==> config.mk <==
export PLATFORM = sky130hd
export DESIGN_NAME = ltcap_timer
export DESIGN_NICKNAME = d
export VERILOG_FILES = /design/src/ltcap_pkg.sv /design/src/ltcap_timer.sv
export SDC_FILE = /design/constraint.sdc
export NUM_CORES = 1
export LEC_CHECK = 0
export ABC_AREA = 0
export BUFFER_PORTS_ARGS = -buffer_cell sky130_fd_sc_hd__buf_2
export CORE_MARGIN = 1.5
export CORE_UTILIZATION = 57
export CTS_BUF_LIST = sky130_fd_sc_hd__clkbuf_4 sky130_fd_sc_hd__clkbuf_8
export DETAILED_ROUTE_END_ITERATION = 12
export GPL_TIMING_DRIVEN = 0
export PLACE_DENSITY = 0.95
export SYNTH_ARGS = -nofsm -noshare
export SYNTH_HDL_FRONTEND = slang
export SYNTH_SLANG_ARGS = --single-unit
==> constraint.sdc <==
create_clock -name mclk_i -period 5.5 [get_ports mclk_i]
set_clock_uncertainty 0.05 [all_clocks]
set_input_delay 0.55 -clock mclk_i [delete_from_list [all_inputs] [get_ports mclk_i]]
set_output_delay 0.55 -clock mclk_i [all_outputs]
set_load 0.05 [all_outputs]
==> src/ltcap_pkg.sv <==
package ltcap_pkg;
	// Register indices; the byte address on the bus is four times the index.
	localparam logic [5:0] IDX_TB2_CS   = 6'h08;
	localparam logic [5:0] IDX_RELOAD   = 6'h09;
	localparam logic [5:0] IDX_CNT2     = 6'h0A;
	localparam logic [5:0] IDX_TB1_CS   = 6'h0B;
	localparam logic [5:0] IDX_CAPTURE  = 6'h0C;
	// Field positions in the two control/status registers.
	localparam int TB2_OVERFLOW_FLAG_BIT  = 0;
	localparam int TB2_IRQ_ENABLE_BIT = 1;
	localparam int TB1_OVERFLOW_FLAG_BIT  = 3;
	localparam int TB1_IRQ_ENABLE_BIT = 4;
	localparam int PSEL_BIT  = 5;
	localparam int CAPF_BIT  = 6;
	localparam int CAPIE_BIT = 7;
	// Reset values.
	localparam logic [7:0] RELOAD_RST  = 8'h00;
	localparam logic [7:0] CNT1_RST    = 8'h00;
	localparam logic [7:0] CNT2_RST    = 8'h00;
	localparam logic [7:0] CAPTURE_RST = 8'h00;
	localparam logic       CTRL_RST    = 1'b0;
	// Counting constants, in oscillator periods and counter codes.
	localparam int         PRESCALE_DIV = 32;
	localparam logic [7:0] CNT1_LAST    = 8'hF9;
	localparam logic [7:0] CNT2_LAST    = 8'hFF;
endpackage : ltcap_pkg

==> src/ltcap_timer.sv <==
`timescale 1ns/1ns
module ltcap_timer #(
	parameter int PRESCALE = ltcap_pkg::PRESCALE_DIV
) (
	// Clock and reset.
	input  wire logic        mclk_i,
	input  wire logic        rst_n_i,
	// Classic Wishbone slave.
	input  wire logic        wb_cyc_i,
	input  wire logic        wb_stb_i,
	input  wire logic        wb_we_i,
	input  wire logic [7:0]  wb_adr_i,
	input  wire logic [3:0]  wb_sel_i,
	input  wire logic [31:0] wb_dat_i,
	output logic      [31:0] wb_dat_o,
	output logic             wb_ack_o,
	// Capture pin and power mode state.
	input  wire logic        capture_pin_i,
	input  wire logic        halt_i,
	input  wire logic        active_halt_i,
	input  wire logic        wait_i,
	input  wire logic        slow_i,
	input  wire logic        cpu_imask_i,
	// Interrupt requests and wake-up.
	output logic             irq_tb1_o,
	output logic             irq_tb2_o,
	output logic             irq_cap_o,
	output logic             wake_o
);
	import ltcap_pkg::*;

	localparam int PW = $clog2(PRESCALE);
	localparam logic [PW-1:0] PRE_LAST = PW'(PRESCALE - 1);

	// Index compare used by every register select.
	function automatic logic idx_is(input logic [5:0] idx, input logic [5:0] want);
		idx_is = (idx == want);
	endfunction : idx_is

	logic [1:0]    rst_sync;
	logic          rst_n;
	logic [PW-1:0] pre_cnt;
	logic [7:0]    cnt1;
	logic          half;
	logic [7:0]    cnt2;
	logic [7:0]    reload;
	logic [7:0]    capture;
	logic          pin_prev;
	logic          tb2_ie;
	logic          tb2_flag;
	logic          tb1_ie;
	logic          tb1_flag;
	logic          psel;
	logic          cap_ie;
	logic          cap_flag;

	// Reset is released through two flops so every register leaves reset together.
	always_ff @(posedge mclk_i or negedge rst_n_i)
	begin
		if (!rst_n_i)
			rst_sync <= 2'b00;
		else
			rst_sync <= {rst_sync[0], 1'b1};
	end
	assign rst_n = rst_sync[1];

	// Bus decode; an access is taken in the cycle before ack rises.
	wire       acc     = wb_cyc_i & wb_stb_i & ~wb_ack_o;
	wire       rd      = acc & ~wb_we_i;
	wire       wr      = acc & wb_we_i & wb_sel_i[0];
	wire [5:0] idx     = wb_adr_i[7:2];
	wire       rd_tb2  = rd & idx_is(idx, IDX_TB2_CS);
	wire       rd_tb1  = rd & idx_is(idx, IDX_TB1_CS);
	wire       rd_cap  = rd & idx_is(idx, IDX_CAPTURE);
	wire       wr_tb2  = wr & idx_is(idx, IDX_TB2_CS);
	wire       wr_tb1  = wr & idx_is(idx, IDX_TB1_CS);
	wire       wr_rld  = wr & idx_is(idx, IDX_RELOAD);

	// Halt alone gates the shared tick; slow, wait and active-halt are not looked at
	// because the timer runs from the divided oscillator, not the CPU clock.
	wire run      = ~halt_i;
	wire tick     = run & (pre_cnt == PRE_LAST);
	wire cnt1_wrap = tick & (cnt1 == CNT1_LAST);
	wire tb1_evt  = cnt1_wrap & (~psel | half);
	wire cnt2_ovf = tick & (cnt2 == CNT2_LAST);
	wire pin_edge = capture_pin_i ^ pin_prev;
	wire cap_evt  = pin_edge & ~cap_flag;

	// Next values; a hardware set is ordered after the read clear so it wins.
	wire next_tb2_flag = cnt2_ovf | (tb2_flag & ~rd_tb2);
	wire next_tb1_flag = tb1_evt | (tb1_flag & ~rd_tb1);
	wire next_cap_flag = cap_evt | (cap_flag & ~rd_cap);
	wire [7:0] next_cnt2 = cnt2_ovf ? reload : 8'(cnt2 + 8'h01);

	// Status readback; reserved bits read zero.
	wire [7:0] tb2_cs = {6'h00, tb2_ie, tb2_flag};
	wire [7:0] tb1_cs = {cap_ie, cap_flag, psel, tb1_ie, tb1_flag, 3'b000};
	wire [7:0] rd_mux = idx_is(idx, IDX_TB2_CS)  ? tb2_cs :
	                    idx_is(idx, IDX_RELOAD)  ? reload :
	                    idx_is(idx, IDX_CNT2)    ? cnt2 :
	                    idx_is(idx, IDX_TB1_CS)  ? tb1_cs :
	                    idx_is(idx, IDX_CAPTURE) ? capture : 8'h00;

	// Single-wait-state slave: ack one cycle after the request, dropped the next.
	always_ff @(posedge mclk_i or negedge rst_n)
	begin
		if (!rst_n)
		begin
			wb_ack_o <= 1'b0;
			wb_dat_o <= 32'h0000_0000;
		end
		else
		begin
			wb_ack_o <= acc;
			if (rd)
				wb_dat_o <= {24'h00_0000, rd_mux};
		end
	end

	// Prescaler and counter 1; counter 1 has no bus access at all.
	always_ff @(posedge mclk_i or negedge rst_n)
	begin
		if (!rst_n)
		begin
			pre_cnt <= '0;
			cnt1    <= CNT1_RST;
			half    <= 1'b0;
		end
		else if (run)
		begin
			pre_cnt <= tick ? '0 : PW'(pre_cnt + 1'b1);
			if (cnt1_wrap)
			begin
				cnt1 <= 8'h00;
				half <= ~half;
			end
			else if (tick)
				cnt1 <= 8'(cnt1 + 8'h01);
		end
	end

	// Counter 2 and its reload register; writes to the counter itself are dropped.
	always_ff @(posedge mclk_i or negedge rst_n)
	begin
		if (!rst_n)
		begin
			cnt2   <= CNT2_RST;
			reload <= RELOAD_RST;
		end
		else
		begin
			if (tick)
				cnt2 <= next_cnt2;
			if (wr_rld)
				reload <= wb_dat_i[7:0];
		end
	end

	// Capture path. The flag resets clear here, but software still reads the
	// capture register once after reset as the portable way to be sure of it.
	always_ff @(posedge mclk_i or negedge rst_n)
	begin
		if (!rst_n)
		begin
			pin_prev <= 1'b0;
			capture  <= CAPTURE_RST;
			cap_flag <= CTRL_RST;
		end
		else
		begin
			pin_prev <= capture_pin_i;
			if (cap_evt)
				capture <= cnt1;
			cap_flag <= next_cap_flag;
		end
	end

	// Control bits and overflow flags; flag bits ignore bus writes.
	always_ff @(posedge mclk_i or negedge rst_n)
	begin
		if (!rst_n)
		begin
			tb2_ie   <= CTRL_RST;
			tb2_flag <= CTRL_RST;
			tb1_ie   <= CTRL_RST;
			tb1_flag <= CTRL_RST;
			psel     <= CTRL_RST;
			cap_ie   <= CTRL_RST;
		end
		else
		begin
			tb2_flag <= next_tb2_flag;
			tb1_flag <= next_tb1_flag;
			if (wr_tb2)
				tb2_ie <= wb_dat_i[TB2_IRQ_ENABLE_BIT];
			if (wr_tb1)
			begin
				cap_ie <= wb_dat_i[CAPIE_BIT];
				psel   <= wb_dat_i[PSEL_BIT];
				tb1_ie <= wb_dat_i[TB1_IRQ_ENABLE_BIT];
			end
		end
	end

	// Three separate requests, each gated by its enable and the CPU mask.
	assign irq_tb1_o = tb1_flag & tb1_ie & ~cpu_imask_i;
	assign irq_tb2_o = tb2_flag & tb2_ie & ~cpu_imask_i;
	assign irq_cap_o = cap_flag & cap_ie & ~cpu_imask_i;

	// Wait accepts any request; active-halt only the timebase-1 one; halt none.
	assign wake_o = (wait_i & (irq_tb1_o | irq_tb2_o | irq_cap_o)) |
	                (active_halt_i & ~halt_i & irq_tb1_o);

	logic past_valid;
	always_ff @(posedge mclk_i or negedge rst_n)
	begin
		if (!rst_n)
			past_valid <= 1'b0;
		else
			past_valid <= 1'b1;
	end
endmodule : ltcap_timer

==> flow_summary.json <==
{
  "run_status": "completed",
  "drtPass1Iterations": 6,
  "synth_area_leaders": "dfrtp_1, mux2_2, buf_4",
  "clkSinkCount": 57,
  "drive_above_1_share": 0.321,
  "grt_pass1_vias": 2296,
  "hold_path.class": "flip-flop to async pin",
  "drc": 0,
  "worstSetupPathType": "input pin to output pin",
  "row_count": 25,
  "relSlewSlack": 0.541,
  "die_w_um": 74.9,
  "worstPathRequired_ns": 4.90,
  "synth_xor_area_frac": 0.0149,
  "cp_slowest_cell": "nor4b_1",
  "yosysTopAreaCell": "dfrtp_1",
  "hold_violations": 0,
  "wl_per_cell_um": 16.0,
  "path_clk_slew_ns": 0.06,
  "grt_pass1_wl_um": 10800,
  "crit_family": "buffers and inverters",
  "root_buffer": "clkbuf_8",
  "cp_common_cell": "buf_2",
  "cts.repair.resized": 0,
  "finalSetupViolCount": 0,
  "slowest_delay_ns": 0.39,
  "cap_violations": 0,
  "die_area_um2": 5610,
  "power.density_nw_per_um2": 316,
  "min_period_ns": 2.40,
  "synth_edf_count": 0,
  "power_uw": 1110,
  "antenna_cells": 0,
  "syn_inst": 277,
  "crit_path_start_kind": "input pin",
  "dp_cells": 405,
  "ys_seq_area_frac": 0.484,
  "layout_commonest_cell": "dfrtp_1",
  "cts_made_buffers": 9,
  "synthSimpleGateAreaFrac": 0.165,
  "clockBufferDepth": 2,
  "async_reset_ff_frac": 1.00,
  "syn_area_um2": 2950,
  "synth_compound_area_frac": 0.121,
  "synth.avg_cell_area_um2": 10.6,
  "fin_cells": 422,
  "coreArea_um2": 4850,
  "antenna_found_initial": 0,
  "routed_wl_um": 6770,
  "tns_ns": 0,
  "critical_path_buf_inv_count": 3,
  "ant_nets": 0,
  "final_cell_mix": "dfrtp_1, buf_2, mux2_2",
  "start_util": 0.608,
  "yosys.cell_types.count": 45,
  "synth_top_family_by_area": "simple AND/OR/NAND/NOR gates",
  "yosysTopAreaCellShare": 0.484,
  "htreeDepth": 3,
  "worst_slew_pin_slew_ns": 0.685,
  "cts_setup_buffers": 0,
  "grt_max_degree": 32,
  "path_cells": "buf_2, clkbuf_1, nor4b_1, o32a_1, buf_2",
  "area_delta_synth_final_pct": 19.7,
  "vias": 2433,
  "grt_overflow": 0,
  "synth_ff_type": "dfrtp_1",
  "maxSlewViolCount": 0,
  "io_pins": 92,
  "cp-end-kind": "output pin",
  "max-vdd-ir-drop_v": 0.000229,
  "viasPerCell": 5.77,
  "gp_congestion": 0.918,
  "die_height_um": 74.9,
  "cts_tree": "done",
  "min_period_over_period": 0.436,
  "nNetsFinal": 410,
  "timing.fmax_ghz": 0.417,
  "whs_ns": 0.212,
  "clk_latency_ns": 0.35,
  "synth-adder-area-share": 0.0212,
  "synth.area.mux_share": 0.114,
  "first_iter_violations": 198,
  "io_buffer_count": 37,
  "grt_usage": 0.266,
  "hpwl_um": 4980,
  "worstPathMaxFanout": 10,
  "ys_warn_count": 0,
  "ys_ff_latch": 57,
  "rsz0062_at_grt": "no",
  "crit_arrival_ns": 1.80,
  "leakagePower_uw": 0.00174
}
[flip-flops by register name, summed over array words and instances, names as in the netlist, 2 cells and up]
name	cells
rst_sync	2
pre_cnt	5
cnt2	8
capture	8
cnt1	8
reload	8
wb_dat_o	8
[worst paths after layout]
kind                                     from  endpoint  slack, ns  cells past startpoint
worst max-delay path                   halt_i    wake_o       3.10                      5
worst min-delay path              rst_sync[1]  pin_prev       0.21                      0
worst max register to register     pre_cnt[0]   cnt1[7]       3.11                      8
worst min register to register    rst_sync[1]  pin_prev       0.21                      0
max in group asynchronous         rst_sync[1]   cnt2[0]       4.63                      1
min in group mclk_i             capture_pin_i  pin_prev       0.28                      1
[power breakdown]
part,internal [µW],switching [µW]
clock network,210,161
registers,468,55.7
logic,85.2,136
[cells by family after synthesis]
logic type               count (synthesis)
multiplexers                            30
other                                    2
AO/OA/AOI/OAI                           54
adder cells (fa/ha/maj)                  5
XOR/XNOR                                 5
AND/OR/NAND/NOR                         90
flip-flops                              57
buffers and inverters                   34
[what timing repair did]
| item | in CTS | in global routing |
|---|---|---|
| hold buffers | 1 | 0 |
| endpoints found under the setup margin | 0 | 0 |
| endpoints found under the hold margin | 2 | 0 |
[cell usage after synthesis (3+ instances only)]
cell type and n:
and3_1 6, a21oi_1 15, mux2_2 28, clkbuf_1 6, xor2_1 3, a31oi_1 11, o21ai_0 4, ha_1 5
nor2_1 24, buf_4 24, nand2_1 18, nand3_1 8, o31ai_1 6, a221oi_1 3, nor2b_1 4, nor3_1 7
nand2b_1 4, dfrtp_1 57, a22oi_1 5
[cell type report]
cell class	count	area (µm²)
buffer	33	224
sequential	57	1430
fill	340	1320
tap	67	83.8
clock buffer	14	180
timing repair buffer	39	215
inverter	1	3.75
clock inverter	2	12.5
multi-input combinational	209	1380
[metal layers]
| layer | share of wire | wire (µm) | global-route usage |
|---|---|---|---|
| met2 | 0.50 | 3350 | 0.418 |
| met4 | 0.033 | 220 | 0.117 |
| met3 | 0.080 | 541 | 0.116 |
| met1 | 0.39 | 2650 | 0.320 |
| met5 | 0 | 0 | 0 |
[worst reg2reg max path, cell delays in order (launching register included)]
cell      delay (ns)
dfrtp_1         0.38
ha_1            0.20
and3_1          0.16
ha_1            0.30
nand2b_1        0.08
buf_2           0.19
nor3_2          0.53
nor2_1          0.11
mux2_2          0.28
[stage by stage]
| stage | area, µm² | setup slack [ns] | utilization |
|---|---|---|---|
| 4_1_cts | 3530 | 3.09 | 0.727 |
| 2_1_floorplan | 3030 | 3.05 | - |
| 6_report | 3530 | 3.10 | 0.727 |
| 3_3_place_gp | 3300 | 3.17 | 0.681 |
| 5_1_grt | 3530 | 2.96 | 0.727 |
| 3_5_place_dp | 3320 | 3.10 | 0.686 |
No activity file was read; power rests on OpenSTA's default activity.
